File: src/shared/sbst_defs.svh
/*
 * Constants of the SRAM boundary scan test port: scan register sizes,
 * instruction reset value, capture pattern and register bus offsets.
 * Assumes nothing; definitions only.
 */
`ifndef SBST_DEFS_SVH
`define SBST_DEFS_SVH

// Scan register sizes
`define SBST_IR_W        3
`define SBST_ID_W        32
`define SBST_BSR_W       71
// Instruction register contents after reset
`define SBST_IR_RESET    3'h1
// Pattern loaded into the instruction register in Capture-IR
`define SBST_IR_CAPT     3'h1
// Bypass bit value on capture
`define SBST_BYP_CAPT    1'h0
// Register bus byte offsets
`define SBST_OFF_CTRL    8'h00
`define SBST_OFF_STAT    8'h04
`define SBST_OFF_ID      8'h08
// Field positions and control word reset value
`define SBST_CTRL_HOLD   0
`define SBST_CTRL_RESET  32'h0000_0000
`define SBST_STAT_IR_LO  16
`define SBST_STAT_OE     19
`define SBST_STAT_HIZ    20
// Bus answers
`define SBST_RESP_OKAY   2'h0
`define SBST_RESP_SLVERR 2'h2

`endif

File: src/shared/sbst_pkg.sv
/*
 * Types of the SRAM boundary scan test port: controller states and
 * instruction codes.
 * Assumes sbst_defs.svh holds the numeric constants.
 */
package sbst_pkg;

  // Controller states, one-hot
  typedef enum logic [15:0] {
    ST_RESET   = 16'h0001,
    ST_IDLE    = 16'h0002,
    ST_SEL_DR  = 16'h0004,
    ST_CAP_DR  = 16'h0008,
    ST_SHF_DR  = 16'h0010,
    ST_EX1_DR  = 16'h0020,
    ST_PAU_DR  = 16'h0040,
    ST_EX2_DR  = 16'h0080,
    ST_UPD_DR  = 16'h0100,
    ST_SEL_IR  = 16'h0200,
    ST_CAP_IR  = 16'h0400,
    ST_SHF_IR  = 16'h0800,
    ST_EX1_IR  = 16'h1000,
    ST_PAU_IR  = 16'h2000,
    ST_EX2_IR  = 16'h4000,
    ST_UPD_IR  = 16'h8000
  } sbst_state_t;

  // Instruction codes
  typedef enum logic [2:0] {
    INS_EXTEST  = 3'h0,
    INS_IDCODE  = 3'h1,
    INS_SAMPZ   = 3'h2,
    INS_RSV3    = 3'h3,
    INS_SAMPLE  = 3'h4,
    INS_RSV5    = 3'h5,
    INS_RSV6    = 3'h6,
    INS_BYPASS  = 3'h7
  } sbst_ins_t;

  // Data register choice
  typedef enum logic [2:0] {
    SEL_BSR = 3'h1,
    SEL_ID  = 3'h2,
    SEL_BYP = 3'h4
  } sbst_sel_t;

endpackage

File: src/sbst_sync.sv
/*
 * Two-flop synchroniser for a group of asynchronous levels.
 * Assumes each bit is an independent level; words are not coherent.
 */
`timescale 1ns/1ps
`default_nettype none

module sbst_sync #(
  parameter int W = 74
) (
  input  wire logic         aclk,
  input  wire logic         aresetn,
  input  wire logic [W-1:0] async_in,
  output logic      [W-1:0] sync_out
);

  logic [W-1:0] meta_reg;   // First stage, read only by the second

  // Two stages, both cleared by reset; no test clock edge is seen then
  always_ff @(posedge aclk) begin
    if (!aresetn) begin
      meta_reg <= '0;
      sync_out <= '0;
    end else begin
      meta_reg <= async_in;
      sync_out <= meta_reg;
    end
  end

endmodule // sbst_sync

`default_nettype wire

File: src/sbst_tap.sv
/*
 * Boundary scan test access port of a synchronous SRAM, with an
 * AXI4-Lite register slave for control and status.
 * Assumes tck, tms, tdi and the I/O ring arrive asynchronously and are
 * sampled by aclk, which runs well above twice the test clock rate.
 */
// The AXI4-Lite register port and the register addresses were left to the implementer.
`timescale 1ns/1ps
`default_nettype none
`include "sbst_defs.svh"

module sbst_tap
  import sbst_pkg::*;
#(
  // Arbitrary identification value; bit 0 must stay one
  parameter logic [31:0] ID_CODE = 32'h1234_5001
) (
  input  wire logic                   aclk,
  input  wire logic                   aresetn,
  // Test port pins
  input  wire logic                   tck,
  input  wire logic                   tms_i,
  input  wire logic                   tms_drv,
  input  wire logic                   tdi_i,
  input  wire logic                   tdi_drv,
  output logic                        tdo_o,
  output logic                        tdo_oe,
  // I/O ring levels and output disable toward the SRAM pads
  input  wire logic [`SBST_BSR_W-1:0] io_ring,
  output logic                        sram_hiz,
  // AXI4-Lite slave
  input  wire logic [7:0]             s_awaddr,
  input  wire logic                   s_awvalid,
  output logic                        s_awready,
  input  wire logic [31:0]            s_wdata,
  input  wire logic [3:0]             s_wstrb,
  input  wire logic                   s_wvalid,
  output logic                        s_wready,
  output logic [1:0]                  s_bresp,
  output logic                        s_bvalid,
  input  wire logic                   s_bready,
  input  wire logic [7:0]             s_araddr,
  input  wire logic                   s_arvalid,
  output logic                        s_arready,
  output logic [31:0]                 s_rdata,
  output logic [1:0]                  s_rresp,
  output logic                        s_rvalid,
  input  wire logic                   s_rready
);

  localparam int SW = `SBST_BSR_W + 3;

  // Synchronised pin levels
  logic [SW-1:0]          sync_q;
  logic [`SBST_BSR_W-1:0] ring_s;      // Ring levels in aclk domain
  logic                   tck_s;       // Test clock level
  logic                   tms_s;       // Mode select, pulled up
  logic                   tdi_s;       // Data in, pulled up
  logic                   tck_d;       // Previous test clock level
  logic                   tck_rise;    // Rising edge seen
  logic                   tck_fall;    // Falling edge seen

  // Controller and scan registers
  sbst_state_t            state_reg;   // Controller state
  sbst_state_t            state_next;  // Next state from TMS
  logic [`SBST_IR_W-1:0]  ir_reg;      // Active instruction
  logic [`SBST_IR_W-1:0]  irsh_reg;    // Instruction shift stage
  logic [`SBST_BSR_W-1:0] bsr_reg;     // Boundary scan register
  logic [`SBST_ID_W-1:0]  id_reg;      // Identification shift register
  logic                   byp_reg;     // Bypass bit
  logic                   tdo_reg;     // Output data flop
  logic                   oe_reg;      // Output enable flop
  logic                   hiz_reg;     // SRAM output disable
  sbst_sel_t              sel;         // Chosen data register

  // Register bus state
  logic [31:0]            ctrl_reg;    // Control word
  logic                   aw_have;     // Write address held
  logic                   w_have;      // Write data held
  logic [7:0]             awaddr_reg;  // Held write address
  logic [31:0]            wdata_reg;   // Held write data
  logic [3:0]             wstrb_reg;   // Held byte enables
  logic                   bvalid_reg;  // Write answer pending
  logic [1:0]             bresp_reg;   // Write answer code
  logic                   rvalid_reg;  // Read answer pending
  logic [1:0]             rresp_reg;   // Read answer code
  logic [31:0]            rdata_reg;   // Read answer data
  logic                   tap_hold;    // Software holds controller reset

  // Data register chosen by an instruction; reserved codes use bypass
  function automatic sbst_sel_t dr_sel(input logic [2:0] ins);
    case (ins)
      INS_EXTEST, INS_SAMPZ, INS_SAMPLE: dr_sel = SEL_BSR;
      INS_IDCODE:                        dr_sel = SEL_ID;
      default:                           dr_sel = SEL_BYP;
    endcase
  endfunction

  // Instructions that disable the SRAM outputs
  function automatic logic is_hiz(input logic [2:0] ins);
    is_hiz = (ins == INS_EXTEST) || (ins == INS_SAMPZ);
  endfunction

  // Two flops on every pin level before any use
  sbst_sync #(
    .W (SW)
  ) u_sync (
    .aclk     (aclk),
    .aresetn  (aresetn),
    .async_in ({io_ring, tck, (tms_drv ? tms_i : 1'b1),
                (tdi_drv ? tdi_i : 1'b1)}),
    .sync_out (sync_q)
  );

  assign ring_s = sync_q[SW-1:3];
  assign tck_s  = sync_q[2];
  assign tms_s  = sync_q[1];
  assign tdi_s  = sync_q[0];
  assign sel    = dr_sel(ir_reg);
  assign tap_hold = ctrl_reg[`SBST_CTRL_HOLD];

  // Test clock edge finder
  always_ff @(posedge aclk) begin
    if (!aresetn) begin
      tck_d <= 1'b0;
    end else begin
      tck_d <= tck_s;
    end
  end

  assign tck_rise = tck_s & ~tck_d;
  assign tck_fall = ~tck_s & tck_d;

  // Controller transitions on TMS
  always_comb begin
    state_next = state_reg;
    case (state_reg)
      ST_RESET:  state_next = tms_s ? ST_RESET  : ST_IDLE;
      ST_IDLE:   state_next = tms_s ? ST_SEL_DR : ST_IDLE;
      ST_SEL_DR: state_next = tms_s ? ST_SEL_IR : ST_CAP_DR;
      ST_CAP_DR: state_next = tms_s ? ST_EX1_DR : ST_SHF_DR;
      ST_SHF_DR: state_next = tms_s ? ST_EX1_DR : ST_SHF_DR;
      ST_EX1_DR: state_next = tms_s ? ST_UPD_DR : ST_PAU_DR;
      ST_PAU_DR: state_next = tms_s ? ST_EX2_DR : ST_PAU_DR;
      ST_EX2_DR: state_next = tms_s ? ST_UPD_DR : ST_SHF_DR;
      ST_UPD_DR: state_next = tms_s ? ST_SEL_DR : ST_IDLE;
      ST_SEL_IR: state_next = tms_s ? ST_RESET  : ST_CAP_IR;
      ST_CAP_IR: state_next = tms_s ? ST_EX1_IR : ST_SHF_IR;
      ST_SHF_IR: state_next = tms_s ? ST_EX1_IR : ST_SHF_IR;
      ST_EX1_IR: state_next = tms_s ? ST_UPD_IR : ST_PAU_IR;
      ST_PAU_IR: state_next = tms_s ? ST_EX2_IR : ST_PAU_IR;
      ST_EX2_IR: state_next = tms_s ? ST_UPD_IR : ST_SHF_IR;
      ST_UPD_IR: state_next = tms_s ? ST_SEL_DR : ST_IDLE;
      default:   state_next = ST_RESET;
    endcase
  end

  // State register, stepped on test clock rise
  always_ff @(posedge aclk) begin
    if (!aresetn) begin
      state_reg <= ST_RESET;
    end else if (tap_hold) begin
      state_reg <= ST_RESET;
    end else if (tck_rise) begin
      state_reg <= state_next;
    end
  end

  // Instruction shift stage and active instruction
  always_ff @(posedge aclk) begin
    if (!aresetn) begin
      ir_reg   <= `SBST_IR_RESET;
      irsh_reg <= `SBST_IR_CAPT;
    end else if (state_reg == ST_RESET) begin
      ir_reg   <= `SBST_IR_RESET;
    end else if (tck_rise) begin
      case (state_reg)
        ST_CAP_IR: irsh_reg <= `SBST_IR_CAPT;
        ST_SHF_IR: irsh_reg <= {tdi_s, irsh_reg[2:1]};
        ST_UPD_IR: ir_reg   <= irsh_reg;
        default: begin
          // Hold
        end
      endcase
    end
  end

  // Boundary scan register: capture only, never drives the ring
  always_ff @(posedge aclk) begin
    if (!aresetn) begin
      bsr_reg <= '0;
    end else if (tck_rise && sel == SEL_BSR) begin
      if (state_reg == ST_CAP_DR) begin
        bsr_reg <= ring_s;
      end else if (state_reg == ST_SHF_DR) begin
        bsr_reg <= {tdi_s, bsr_reg[`SBST_BSR_W-1:1]};
      end
    end
  end

  // Identification register
  always_ff @(posedge aclk) begin
    if (!aresetn) begin
      id_reg <= ID_CODE;
    end else if (tck_rise && sel == SEL_ID) begin
      if (state_reg == ST_CAP_DR) begin
        id_reg <= {ID_CODE[31:1], 1'b1};
      end else if (state_reg == ST_SHF_DR) begin
        id_reg <= {tdi_s, id_reg[`SBST_ID_W-1:1]};
      end
    end
  end

  // Bypass bit
  always_ff @(posedge aclk) begin
    if (!aresetn) begin
      byp_reg <= `SBST_BYP_CAPT;
    end else if (tck_rise && sel == SEL_BYP) begin
      if (state_reg == ST_CAP_DR) begin
        byp_reg <= `SBST_BYP_CAPT;
      end else if (state_reg == ST_SHF_DR) begin
        byp_reg <= tdi_s;
      end
    end
  end

  // Serial output, changed only on test clock fall or cleared by the hold bit
  always_ff @(posedge aclk) begin
    if (!aresetn || tap_hold) begin
      tdo_reg <= 1'b0;
      oe_reg  <= 1'b0;
    end else if (tck_fall) begin
      oe_reg <= (state_reg == ST_SHF_DR) || (state_reg == ST_SHF_IR);
      if (state_reg == ST_SHF_IR) begin
        tdo_reg <= irsh_reg[0];
      end else if (sel == SEL_BSR) begin
        tdo_reg <= bsr_reg[0];
      end else if (sel == SEL_ID) begin
        tdo_reg <= id_reg[0];
      end else begin
        tdo_reg <= byp_reg;
      end
    end
  end

  // SRAM output disable follows the active instruction
  always_ff @(posedge aclk) begin
    if (!aresetn) begin
      hiz_reg <= 1'b0;
    end else begin
      hiz_reg <= is_hiz(ir_reg);
    end
  end

  assign tdo_o    = tdo_reg;
  assign tdo_oe   = oe_reg;
  assign sram_hiz = hiz_reg;

  // Write channels taken independently, answered once both are held
  always_ff @(posedge aclk) begin
    if (!aresetn) begin
      aw_have    <= 1'b0;
      w_have     <= 1'b0;
      awaddr_reg <= 8'h00;
      wdata_reg  <= 32'h0000_0000;
      wstrb_reg  <= 4'h0;
    end else begin
      if (s_awvalid && s_awready) begin
        aw_have    <= 1'b1;
        awaddr_reg <= s_awaddr;
      end else if (aw_have && w_have) begin
        aw_have <= 1'b0;
      end
      if (s_wvalid && s_wready) begin
        w_have    <= 1'b1;
        wdata_reg <= s_wdata;
        wstrb_reg <= s_wstrb;
      end else if (aw_have && w_have) begin
        w_have <= 1'b0;
      end
    end
  end

  assign s_awready = !aw_have && !bvalid_reg;
  assign s_wready  = !w_have && !bvalid_reg;

  // Register write and write answer
  always_ff @(posedge aclk) begin
    if (!aresetn) begin
      ctrl_reg   <= `SBST_CTRL_RESET;
      bvalid_reg <= 1'b0;
      bresp_reg  <= `SBST_RESP_OKAY;
    end else if (aw_have && w_have) begin
      bvalid_reg <= 1'b1;
      if (awaddr_reg[7:2] == `SBST_OFF_CTRL >> 2) begin
        bresp_reg <= `SBST_RESP_OKAY;
        if (wstrb_reg[0]) begin
          ctrl_reg[7:0] <= wdata_reg[7:0];
        end
      end else if (awaddr_reg[7:2] == `SBST_OFF_STAT >> 2 ||
                   awaddr_reg[7:2] == `SBST_OFF_ID >> 2) begin
        bresp_reg <= `SBST_RESP_OKAY; // Read-only, write ignored
      end else begin
        bresp_reg <= `SBST_RESP_SLVERR; // Unmapped
      end
    end else if (bvalid_reg && s_bready) begin
      bvalid_reg <= 1'b0;
    end
  end

  assign s_bvalid = bvalid_reg;
  assign s_bresp  = bresp_reg;

  // Read answer
  always_ff @(posedge aclk) begin
    if (!aresetn) begin
      rvalid_reg <= 1'b0;
      rresp_reg  <= `SBST_RESP_OKAY;
      rdata_reg  <= 32'h0000_0000;
    end else if (s_arvalid && s_arready) begin
      rvalid_reg <= 1'b1;
      rresp_reg  <= `SBST_RESP_OKAY;
      if (s_araddr[7:2] == `SBST_OFF_CTRL >> 2) begin
        rdata_reg <= {24'h00_0000, ctrl_reg[7:0]};
      end else if (s_araddr[7:2] == `SBST_OFF_STAT >> 2) begin
        rdata_reg <= {11'h000, hiz_reg, oe_reg, ir_reg, state_reg};
      end else if (s_araddr[7:2] == `SBST_OFF_ID >> 2) begin
        rdata_reg <= {ID_CODE[31:1], 1'b1};
      end else begin
        rdata_reg <= 32'h0000_0000;
        rresp_reg <= `SBST_RESP_SLVERR; // Unmapped
      end
    end else if (rvalid_reg && s_rready) begin
      rvalid_reg <= 1'b0;
    end
  end

  assign s_arready = !rvalid_reg;
  assign s_rvalid  = rvalid_reg;
  assign s_rdata   = rdata_reg;
  assign s_rresp   = rresp_reg;

endmodule // sbst_tap

`default_nettype wire

File: config.mk
export PLATFORM = sky130hd
export DESIGN_NAME = sbst_tap
export DESIGN_NICKNAME = d
export VERILOG_FILES = /design/src/shared/sbst_pkg.sv /design/src/sbst_sync.sv /design/src/sbst_tap.sv
export VERILOG_INCLUDE_DIRS = /design/src /design/src/shared
export SDC_FILE = /design/constraint.sdc
export NUM_CORES = 1
export LEC_CHECK = 0
export BUFFER_PORTS_ARGS = -buffer_cell sky130_fd_sc_hd__buf_2
export CORE_UTILIZATION = 51
export CTS_CLUSTER_DIAMETER = 40
export CTS_CLUSTER_SIZE = 14
export DETAILED_ROUTE_END_ITERATION = 10
export HOLD_SLACK_MARGIN = 0.02
export PLACE_DENSITY = 0.84
export SYNTH_ARGS = -nofsm -noshare
export SYNTH_HDL_FRONTEND = slang
export SYNTH_SLANG_ARGS = --single-unit
File: constraint.sdc
create_clock -name aclk -period 2.26 [get_ports aclk]
set_input_delay 0.452 -clock aclk [delete_from_list [all_inputs] [get_ports aclk]]
set_output_delay 0.452 -clock aclk [all_outputs]
set_load 0.01 [all_outputs]
**Word level (Yosys, flattened, before mapping)**

Index checks and enable logic that the tools add are counted.

- Eq/ne operators: 26
- Mux-type cells: 41
- Bitwise logic cells: 6
- Reductions and logical operators: 41

Operator list:

| operator | number |
|---|---|
| 16-bit one-hot mux with 12 select lines | 1 |
| 71-bit two-way mux | 2 |
| 29-bit two-way mux | 3 |
| 32-bit two-way mux | 2 |
| 16-bit two-way mux | 2 |
| 9-bit two-way mux | 2 |
| 16-bit by 1-bit equality test with 1-bit output (second input constant) | 1 |
| 16-bit by 10-bit equality test with 1-bit output (second input constant) | 1 |
| 16-bit by 11-bit equality test with 1-bit output (second input constant) | 1 |
| 16-bit by 12-bit equality test with 1-bit output (second input constant) | 1 |
| 16-bit by 13-bit equality test with 1-bit output (second input constant) | 1 |
| 16-bit by 14-bit equality test with 1-bit output (second input constant) | 1 |
| 16-bit by 15-bit equality test with 1-bit output (second input constant) | 1 |
| 16-bit equality test (second input constant) | 1 |
| 16-bit by 2-bit equality test with 1-bit output (second input constant) | 1 |
| 16-bit by 3-bit equality test with 1-bit output (second input constant) | 1 |
| 16-bit by 4-bit equality test with 1-bit output (second input constant) | 1 |
| 16-bit by 5-bit equality test with 1-bit output (second input constant) | 1 |
| 16-bit by 6-bit equality test with 1-bit output (second input constant) | 1 |
| 16-bit by 7-bit equality test with 1-bit output (second input constant) | 1 |
| 16-bit by 8-bit equality test with 1-bit output (second input constant) | 1 |
| 16-bit by 9-bit equality test with 1-bit output (second input constant) | 1 |
| 15-bit two-way mux | 1 |
| 1-bit two-way mux | 14 |
| other kinds (25) | 71 |

- Register bits after elaboration: 343
- Input bits: 135
- Output and inout port bits: 44
- Logic and storage cells: 137

**Longest topological paths before layout**

Gate-level depths: netlist of run 1.

- Word-level depth: 7
- Gate-level depth with buffers: 9
- Gate-level depth less buffers: 5

**Cells and area by module**

Synthesis of run 1 repeated with hierarchy kept, for this count alone.

- Cell total of the unflattened synthesis: 1347
- Area, all modules: 12127.9 um^2

Modules (own cells, without submodules):

| module | instances | cells an instance | area an instance (um^2) | sequential area each (um^2) |
|---|---|---|---|---|
| sbst_tap | 1 | 1035 | 8075.2 | 3623.5 |
| sbst_sync | 1 | 312 | 4052.6 | 2962.8 |

**Least setup slack after synthesis of run 1**

No wires, ideal clock.

- Kind: register to register
- From: register state_reg[4]
- To: register id_reg[15]
- Library setup time: 0.130 ns
- Arrival: 2.138 ns
- Data required time: 2.130 ns
- Slack: -0.009 ns
- Stages on the path, launching flop included: 10
- Buffers on the path: 4
- Clock period less this slack: 2.269 ns
- Cell sequence: dfxtp_1 -> buf_6 -> nor4_4 -> a32oi_2 -> or4_1 -> buf_2 -> buf_6 -> clkbuf_1 -> nand3_1 -> o31ai_1

- Longest elaborated chain between the ends: 3
- Elaborated cells on any way between the ends: 5
- Those cells by class: 2 x eq/ne; 1 x mux; 2 x reduce/logical

Ends and longest elaborated chain:

| what | RTL line | text |
|---|---|---|
| start, declared | sbst_tap.sv:64 | `sbst_state_t state_reg;` |
| start signal, assigned | sbst_tap.sv:165 | `state_reg <= state_next;` |
| 16-bit by 4-bit equality test with 1-bit output or 16-bit by 5-bit equality test with 1-bit output (tied branches) | sbst_tap.sv:206, sbst_tap.sv:208 |  |
| 2-bit nonzero test (no line) | n/a |  |
| 2-bit AND reduction (no line) | n/a |  |
| end signal, assigned | sbst_tap.sv:207 | `id_reg <= {ID_CODE[31:1], 1'b1};` |
| end signal, assigned | sbst_tap.sv:209 | `` id_reg <= {tdi_s, id_reg[`SBST_ID_W-1:1]}; `` |
| end, declared | sbst_tap.sv:69 | `` logic [`SBST_ID_W-1:0] id_reg; `` |

Parallel ways exist; a longest one is shown, timed or not.
A chain may end at the register's enable or synchronous reset.

**Final worst setup path of run 1**

- From: register state_reg[7]
- To: register bsr_reg[5]

- Longest elaborated chain between the ends: 3
- Elaborated cells on any way between the ends: 5
- Those cells by class: 2 x eq/ne; 1 x mux; 2 x reduce/logical

Ends and longest elaborated chain:

| what | RTL line | text |
|---|---|---|
| 16-bit by 4-bit equality test with 1-bit output or 16-bit by 5-bit equality test with 1-bit output (tied branches) | sbst_tap.sv:193, sbst_tap.sv:195 |  |
| 2-bit nonzero test (no line) | n/a |  |
| 2-bit AND reduction (no line) | n/a |  |
| end signal, assigned | sbst_tap.sv:194 | `bsr_reg <= ring_s;` |
| end signal, assigned | sbst_tap.sv:196 | `` bsr_reg <= {tdi_s, bsr_reg[`SBST_BSR_W-1:1]}; `` |
| end, declared | sbst_tap.sv:68 | `` logic [`SBST_BSR_W-1:0] bsr_reg; `` |

Parallel ways exist; a longest one is shown, timed or not.

==> results of run 1 <==
layer usage:
metal  track usage, %  up-vias  share of wire (%)
met1             24.8     4312                 42
li1                 -     4622                  -
met4             7.48        0                2.2
met2             35.8      240                 51
met3             3.69       49                5.0
met5                0        -                  0
cell families (layout without fill, tap and decap cells):
kind of cell           after synthesis  after routing  share of synthesized area (%)
other                                1             10                         0.0318
buffers and inverters              121            269                           4.55
flip-flops                         329            329                           55.8
AND/OR/NAND/NOR                    629            629                           26.5
AO/OA/AOI/OAI                      185            185                           11.3
XOR/XNOR                             5              5                          0.371
multiplexers                        18             18                           1.53
worst max-delay path, cell delays in order (launching register included):
cell and delay [ns]:
dfxtp_2 0.37, nor4_4 0.33, a32oi_2 0.15, buf_4 0.17, nor4b_4 0.19, buf_4 0.18
buf_12 0.16, buf_4 0.15, nor2_1 0.05, a311oi_1 0.31
power groups by stage:
| stage | Sequential [W] | Clock (W) | Combinational, W |
|---|---|---|---|
| final | 0.00603 | 0.00587 | 0.000496 |
| after global routing | 0.00604 | 0.00620 | 0.000552 |
| after CTS | 0.00603 | 0.00597 | 0.000498 |
| after detailed placement | 0.00616 | 0 | 0.000494 |
| after global placement | 0.00615 | 0 | 0.000480 |
| after floorplan | 0.00615 | 0 | 0.000300 |
worst paths after layout:
| check | startpoint | slack, ns | cells past startpoint | endpoint |
|---|---|---|---|---|
| max reg2reg | state_reg[7]$_SDFFE_PP0P_ | 0.05 | 9 | bsr_reg[5]$_SDFFE_PN0P_ |
| max | state_reg[7]$_SDFFE_PP0P_ | 0.05 | 9 | bsr_reg[5]$_SDFFE_PN0P_ |
| min reg2reg | u_sync.meta_reg[38]$_SDFF_PN0_ | 0.43 | 1 | u_sync.sync_out[38]$_SDFF_PN0_ |
| min | tdi_drv | 0.12 | 2 | u_sync.meta_reg[0]$_SDFF_PN0_ |
area by class of cell:
cell class              instances  area [um^2]
repair buffers                198         1410
well taps                     285          357
inverters                       7         27.5
fillers                      1745         8220
clock inverters                21          223
flip-flops and latches        329         6600
clock buffers                  43         1010
multi-input cells             847         4800
repair_timing:
item	in CTS	in global routing
resized for setup	2	19
setup buffers	2	3
endpoints found under the setup margin	2	58
pin swaps	2	8
cloned	1	2
per-stage QoR:
| step | total power [W] | hold slack, ns |
|---|---|---|
| 6_report | 0.0124 | 0.121 |
| 3_5_place_dp | 0.00665 | 0.417 |
| 4_1_cts | 0.0125 | 0.106 |
| 3_3_place_gp | 0.00663 | 0.415 |
| 5_1_grt | 0.0128 | 0.124 |
| 2_1_floorplan | 0.00645 | 0.412 |
cells in the final DEF (no fill, tap or decap), types with 9 or more instances in the layout:
cell type	instances
nor2b_1	9
a311oi_1	58
buf_4	44
mux2i_1	18
o21ai_1	23
nand2b_1	10
a21oi_1	39
conb_1	10
clkbuf_16	40
and2_1	149
nand4_1	10
or4_1	9
nand3_1	38
or3_1	14
nand2_1	215
dfxtp_2	9
buf_12	13
nor2_1	122
o21ai_0	12
nor3_1	21
buf_2	136
dfxtp_1	320
==> metrics.cfg, run 1 <==
[route]
initialDrtViolationCount = 482
post_drt_wl_per_cell_um = 14.4
postRouteAntennaNets = 0
routed_wl_mm = 24.9
viasPerCell = 5.33
via_count = 9223
drc = 0
drtPass1Iterations = 5

[die]
core-area_um2 = 22600
dieArea_um2 = 23800
start_util_pct = 52.1
num_rows = 55
dieHeight_um = 154
ios = 179
die_x_um = 154

[yosys]
synthTopCellsByCount = dfxtp_1 (329), nand2_1 (215), and2_1 (149), nor2_1 (123), clkbuf_1 (81)
synthArstFlopShare_pct = 0
synth_edf_count = 0
seq_area_frac_synth_pct = 55.8
synth.area.top_cells = dfxtp_1 (56%), and2_1 (7.9%), nand2_1 (6.8%)
avgSynthCellArea_um2 = 9.17
yosysWarnings = 0
yosysMostFrequentCell = dfxtp_1
syn_inst = 1288
synthDominantCellAreaShare_pct = 55.8
syn-cell-area_um2 = 11800
synth_cell_types = 56
yosys.area.top_type = dfxtp_1
synth_seq_cells = 329
synth_flop_cell = dfxtp_1

[clock_network]
clock_latency_ns = 0.52
hold_buffers = 0
cts_max_level = 2
cts_buffers = 38
clk_pin_slew_ns = 0.06
cts_tree = built
clock-sinks = 329
cts_buffer_depth = 3
clockRootBuffer = clkbuf_16

[placed_design]
dpl-instance-area_um2 = 13000
dp.cells = 1658
dp_hpwl_mm = 14.9
gp_congestion = 0.908
place_ws_ns = 0.0272
port_buffers = 137

[power]
p_seq_share_pct = 48.6
swShare_pct = 22.5
power.internal_w = 0.00960
pwr-share-clk_pct = 47.4
cellLeakagePower_nw = 5.64
power_switching_w = 0.00279
vdd_ir_drop_max_v = 0.000568
pwr-share-comb_pct = 4.0
power_density_nw_per_um2 = 860

[grt]
grt_pass1_vias = 8562
grt-ovfl-total = 0
grt_pass1_wl_mm = 39.9
grt_start_max_net_pins = 111
grt.total_usage_pct = 20.4
antenna_found_initial = 0

[final_layout]
fin_area_um2 = 14400
utilization_pct = 63.7
nNetsFinal = 1556
synthToLayoutAreaGrowth_pct = 22.2
n_antenna_cell = 0
final_cells = 1730
drive_gt1_share_pct = 20.3

[sta]
rsz0062_at_grt = no
setup_viol = 0
relSlewSlack_pct = 46.7
setup_tns_ns = 0
slew_violations = 0
max_freq_mhz = 453
hold_violations = 0
period_share_pct = 97.6
worst_pin_slew_ns = 0.799
post-route-min-period_ns = 2.21
fin_ws_ns = 0.0544
fin_skew_ns = 0.0228

[worst_setup_path]
worstSetupEndpointType = flip-flop
critPathLaunchType = flip-flop
crit_arrival_ns = 2.60
critPathMaxFanout = 8
path_class = reg -> reg
crit_required_ns = 2.65

[job]
maxCapViolations = 0

[run_status]
status = finished, final reports clean

[worst_hold_path]
hp-class = in -> reg

Power figures use the tool's default switching activity.
==> run 2: changes to the inputs <==
CORE_UTILIZATION = 45   (was 51)
CTS_CLUSTER_SIZE = 40   (was 14)
MAX_ROUTING_LAYER = met4   (was unset)
PLACE_DENSITY = 0.76   (was 0.84)
==> run 2 against run 1 <==
Clock skew increased by 0.0023 ns. Hold slack improved by 0.0035 ns. Sequential share of layout area decreased by 0.12 points. Sequential power about the same. Clock power increased by 5.8%. Count of clock-buffer cells in the layout decreased by 3.
==> metrics.cfg, run 2 (same netlist as run 1, synthesis figures left out) <==
[worst_setup_path]
critPathMaxStageDelay_ns = 0.40  ; was 0.37 ns
reg2reg_from = state_reg[1]$_SDFFE_PP0P_  ; was state_reg[7]$_SDFFE_PP0P_
path_class = reg -> reg  ; unchanged
crit_required_ns = 2.64  ; was 2.65 ns
ff2ff_setup_slack_ns = 0.14  ; was 0.05 ns
worstSetupEndpointType = flip-flop  ; unchanged
path_delay_family = simple AND/OR/NAND/NOR gates  ; was buffers and inverters
r2r-end = tdo_o$_SDFFE_PP0P_  ; was bsr_reg[5]$_SDFFE_PN0P_
cp-endpoint = tdo_o$_SDFFE_PP0P_  ; was bsr_reg[5]$_SDFFE_PN0P_
critPathMaxFanout = 6  ; was 8
worst_path_max_delay_cell = dfxtp_1  ; was dfxtp_2
startpoint = state_reg[1]$_SDFFE_PP0P_  ; was state_reg[7]$_SDFFE_PP0P_
reg2reg_depth = 7  ; was 9
crit_top_cell = buf_4  ; unchanged
path_depth = 7  ; was 9
critPathLaunchType = flip-flop  ; unchanged
path_cells = nor4_4, buf_4, nand4_1, nor3b_1, buf_4, mux2i_1, a211oi_1  ; was nor4_4, a32oi_2, buf_4, nor4b_4, buf_4, buf_12, buf_4, nor2_1, a311oi_1
crit_arrival_ns = 2.50  ; was 2.60 ns
path_buf_inv = 2  ; was 4

[route]
routed_wl_mm = 23.6  ; was 24.9 mm
drc = 0  ; unchanged
postRouteAntennaNets = 0  ; unchanged
post_drt_wl_per_cell_um = 13.3  ; was 14.4 um
via_count = 9029  ; was 9,223
initialDrtViolationCount = 727  ; was 482
viasPerCell = 5.09  ; was 5.33
drtPass1Iterations = 4  ; was 5

[placed_design]
gp_congestion = 0.908  ; unchanged
port_buffers = 137  ; unchanged
dp_hpwl_mm = 14.6  ; was 14.9 mm

[worst_hold_path]
hold-path-cell-count = 2  ; unchanged
hp-class = in -> reg  ; unchanged
min_from = io_ring[44]  ; was tdi_drv

[power]
power_density_nw_per_um2 = 881  ; was 860 nW/um^2
pwr-share-comb_pct = 3.9  ; was 4.0%
pwr-share-clk_pct = 48.8  ; was 47.4%
swShare_pct = 23.3  ; was 22.5%
p_seq_share_pct = 47.3  ; was 48.6%
power_switching_w = 0.00297  ; was 0.00279 W
power.internal_w = 0.00976  ; was 0.00960 W
vdd_ir_drop_max_v = 0.000570  ; was 0.000568 V
cellLeakagePower_nw = 5.65  ; was 5.64 nW

[final_layout]
nNetsFinal = 1551  ; was 1,556
layout_commonest_cell = dfxtp_1  ; unchanged
filler_cell_count = 2177  ; was 1,745
sequential_cell_area_um2 = 6590  ; was 6600 um^2
drive_gt1_share_pct = 19.7  ; was 20.3%
final_cell_mix = dfxtp_1 (327), nand2_1 (215), and2_1 (149)  ; was dfxtp_1 (320), nand2_1 (215), and2_1 (149)
utilization_pct = 56.7  ; was 63.7%
synthToLayoutAreaGrowth_pct = 22.3  ; was 22.2%
multi_input_area_um2 = 4790  ; was 4800 um^2
n_antenna_cell = 0  ; unchanged

[run_status]
status = finished, final reports clean  ; unchanged

[die]
core-area_um2 = 25500  ; was 22,600 um^2
ios = 179  ; unchanged
start_util_pct = 46.3  ; was 52.1%
num_rows = 58  ; was 55
dieHeight_um = 164  ; was 154 um
dieArea_um2 = 26900  ; was 23,800 um^2
die_x_um = 164  ; was 154 um

[clock_network]
cts_resized = 0  ; was 2
clock-sinks = 329  ; unchanged
clk_pin_slew_ns = 0.07  ; was 0.06 ns
cts_tree = built  ; unchanged
cts_buffer_depth = 3  ; unchanged
clockRootBuffer = clkbuf_16  ; unchanged
hold_buffers = 0  ; unchanged
cts_max_level = 2  ; unchanged
cts_buffers = 38  ; unchanged
clock_latency_ns = 0.53  ; was 0.52 ns
post_cts_buffers = 0  ; was 2

[job]
maxCapViolations = 0  ; unchanged

[sta]
setup_tns_ns = 0  ; unchanged
fin_skew_ns = 0.0251  ; was 0.0228 ns
slew_violations = 0  ; unchanged
rsz0062_at_grt = no  ; unchanged
post-route-min-period_ns = 2.12  ; was 2.21 ns
max_freq_mhz = 472  ; was 453 MHz
worst_pin_slew_ns = 0.673  ; was 0.799 ns
period_share_pct = 93.8  ; was 97.6%
setup_viol = 0  ; unchanged
hold_violations = 0  ; unchanged
relSlewSlack_pct = 55.2  ; was 46.7%

[grt]
antenna_found_initial = 0  ; unchanged
grt_pass1_vias = 8045  ; was 8,562
grt_start_max_net_pins = 167  ; was 111
grt.total_usage_pct = 18.1  ; was 20.4%
grt_pass1_wl_mm = 38.9  ; was 39.9 mm
grt-ovfl-total = 0  ; unchanged

==> run 2: power groups by stage <==
stage,Combinational (W),Sequential [W],Clock (W)
detailed placement,0.000495,0.00615,0
global route,0.000555,0.00604,0.00663
floorplan,0.000300,0.00615,0
CTS,0.000499,0.00602,0.00634
finish,0.000496,0.00602,0.00621
global placement,0.000488,0.00615,0
==> run 2: cell type report <==
type                    count  share of cell area (%)
flip-flops and latches    329                    45.6
clock buffers              40                    6.78
well taps                 330                    2.86
multi-input cells         847                    33.2
inverters                   7                   0.191
repair buffers            193                    8.94
clock inverters            29                    2.42
==> run 2: per-stage QoR <==
stage                     setup WS (ns)  cell area, um^2  std cells  hold slack [ns]  power, W
after global routing             0.0149            14400       1775            0.115    0.0132
final                             0.140            14400       1775            0.124    0.0127
after detailed placement          0.106            13000       1705            0.417   0.00665
after CTS                        0.0774            14300       1774            0.107    0.0129
after floorplan                 0.00183            11800       1297            0.412   0.00645
after global placement            0.113            13000       1705            0.414   0.00664
==> run 2: how the worst min path moves through the flow <==
stage                                endpoint  slack (ns)
2_1_floorplan   u_sync.sync_out[0]$_SDFF_PN0_        0.41
3_3_place_gp   u_sync.sync_out[20]$_SDFF_PN0_        0.41
3_5_place_dp   u_sync.sync_out[44]$_SDFF_PN0_        0.42
4_1_cts        u_sync.meta_reg[47]$_SDFF_PN0_        0.11
5_1_grt        u_sync.meta_reg[47]$_SDFF_PN0_        0.12
6_report       u_sync.meta_reg[47]$_SDFF_PN0_        0.12
==> run 2: routing by layer <==
metal / GRT usage (%) / routed length [um] / up-vias
met1: 23.9 / 11100 / 4133
met3: 3.08 / 1130 / 44
li1: - / - / 4615
met5: - / 0 / -
met2: 28.2 / 10900 / 237
met4: 5.89 / 478 / 0
==> run 3: changes to the inputs <==
PLACE_DENSITY = 0.77   (was 0.76)
==> run 3 against run 2 <==
Via count down 0.68%. Combinational power down 0.8%. Global-route usage down 0.41 points. Non-clock buffer count unchanged. Wire length down 1.9%. Maximum frequency down 1.0%. Utilization about the same. Flip-flop and latch count unchanged. Design area about the same. Critical path depth down 1. Worst setup slack worse by 0.021 ns. Largest cell class unchanged.
==> metrics.cfg, run 3 (same netlist as run 1, synthesis figures left out) <==
[route]
postRouteAntennaNets = 0  ; unchanged
drc = 0  ; unchanged
viasPerCell = 5.05  ; was 5.09
post_drt_wl_per_cell_um = 13.0  ; was 13.3 um
initialDrtViolationCount = 653  ; was 727
via_count = 8968  ; was 9,029
drtPass1Iterations = 5  ; was 4
routed_wl_mm = 23.1  ; was 23.6 mm

[power]
p_total_w = 0.0128  ; was 0.0127 W
cellLeakagePower_nw = 5.64  ; was 5.65 nW
power_density_nw_per_um2 = 885  ; was 881 nW/um^2
vdd_ir_drop_max_v = 0.000711  ; was 0.000570 V

[die]
ios = 179  ; unchanged
start_util_pct = 46.3  ; unchanged
core-area_um2 = 25500  ; unchanged
dieHeight_um = 164  ; unchanged
die_x_um = 164  ; unchanged
dieArea_um2 = 26900  ; unchanged
num_rows = 58  ; unchanged

[placed_design]
dp.cells = 1704  ; was 1,705
dp_hpwl_mm = 14.2  ; was 14.6 mm
port_buffers = 137  ; unchanged
gp_congestion = 0.895  ; was 0.908

[sta]
slew_violations = 0  ; unchanged
hold_violations = 0  ; unchanged
worst_pin_slew_ns = 0.613  ; was 0.673 ns
post-route-min-period_ns = 2.14  ; was 2.12 ns
whs_ns = 0.126  ; was 0.124 ns
fin_skew_ns = 0.0123  ; was 0.0251 ns
rsz0062_at_grt = no  ; unchanged
setup_viol = 0  ; unchanged
period_share_pct = 94.8  ; was 93.8%
relSlewSlack_pct = 59.2  ; was 55.2%
setup_tns_ns = 0  ; unchanged
max_freq_mhz = 467  ; was 472 MHz

[clock_network]
cts_tree = built  ; unchanged
clock_latency_ns = 0.52  ; was 0.53 ns
cts_buffer_depth = 3  ; unchanged
clk_pin_slew_ns = 0.06  ; was 0.07 ns
cts_buffers = 39  ; was 38
clock-sinks = 329  ; unchanged
clockRootBuffer = clkbuf_16  ; unchanged
cts_max_level = 2  ; unchanged

[grt]
grt.total_usage_pct = 17.7  ; was 18.1%
grt-ovfl-total = 0  ; unchanged
grt_pass1_wl_mm = 38.3  ; was 38.9 mm
antenna_found_initial = 0  ; unchanged
grt_pass1_vias = 8026  ; was 8,045
grt_start_max_net_pins = 128  ; was 167

[final_layout]
layout_commonest_cell = dfxtp_1  ; unchanged
multi_input_area_um2 = 4790  ; about the same
drive_gt1_share_pct = 19.7  ; about the same
final_cell_mix = dfxtp_1 (327), nand2_1 (215), and2_1 (149)  ; unchanged
nNetsFinal = 1552  ; was 1,551
utilization_pct = 56.7  ; about the same
final_cells = 1777  ; was 1,775
filler_cell_count = 2184  ; was 2,177
n_antenna_cell = 0  ; unchanged
sequential_cell_area_um2 = 6590  ; unchanged
synthToLayoutAreaGrowth_pct = 22.3  ; about the same

[worst_hold_path]
hp-class = in -> reg  ; unchanged

[run_status]
status = finished, final reports clean  ; unchanged

[worst_setup_path]
worstSetupEndpointType = flip-flop  ; unchanged
critPathLaunchType = flip-flop  ; unchanged
crit_arrival_ns = 2.57  ; was 2.50 ns
path_class = reg -> reg  ; unchanged
crit_required_ns = 2.69  ; was 2.64 ns
critPathMaxFanout = 87  ; was 6

[job]
maxCapViolations = 0  ; unchanged

-- run 3: cell types whose count changed in the layout (fill, tap and decap cells not counted), moves of 2 or more --
cell,delta
inv_8,-3
clkinv_2,-2
inv_6,+3
clkinvlp_4,+2
-- run 3: worst paths after layout --
| path | start | to | slack (ns) | cells after the start |
|---|---|---|---|---|
| hold reg to reg | u_sync.meta_reg[36]$_SDFF_PN0_ | u_sync.sync_out[36]$_SDFF_PN0_ | 0.42 | 1 |
| hold / removal | tms_drv | u_sync.meta_reg[1]$_SDFF_PN0_ | 0.13 | 2 |
| setup / recovery | state_reg[6]$_SDFFE_PP0P_ | bsr_reg[14]$_SDFFE_PN0P_ | 0.12 | 6 |
| setup reg to reg | state_reg[6]$_SDFFE_PP0P_ | bsr_reg[14]$_SDFFE_PN0P_ | 0.12 | 6 |
-- run 3: per-layer routing --
metal	GRT usage, %	vias to the layer above	share of wire (%)
li1	-	4610	-
met1	23.2	4074	46
met2	27.8	236	47
met3	3.26	48	5.4
met4	5.43	0	1.9
met5	-	-	0
-- run 3: layout make-up --
type	count	area share, %
multi-input cells	847	33.1
repair buffers	193	8.82
inverters	7	0.191
well taps	330	2.86
clock buffers	43	7.15
flip-flops and latches	329	45.6
clock inverters	28	2.19
-- run 3: timing repair --
| action | in CTS | in global routing |
|---|---|---|
| buffers inserted | 0 | 2 |
| endpoints found under the setup margin | 0 | 27 |
| hold buffers | 0 | 0 |
| resized for setup | 0 | 12 |
| endpoints found under the hold margin | 0 | 0 |
-- run 3: worst max-delay path: stages, from the launching register on --
cell      delay, ns
dfxtp_1        0.36
buf_4          0.19
nor4_1         0.38
and4_2         0.35
buf_16         0.26
nand2_1        0.13
a311oi_2       0.27
-- run 3: through the flow --
step                area, um^2  setup slack (ns)
floorplan                11800           0.00183
global placement         13000             0.179
detailed placement       13000             0.136
CTS                      14400            0.0304
global route             14400           0.00248
finish                   14400             0.118
-- run 3: report_power, final --
group          switching, W  internal (W)  total (W)  leakage (nW)
Combinational      0.000266      0.000226   0.000492          2.30
Sequential        0.0000591       0.00597    0.00603          2.69
Clock               0.00267       0.00359    0.00626         0.655
Total               0.00299       0.00978     0.0128          5.64
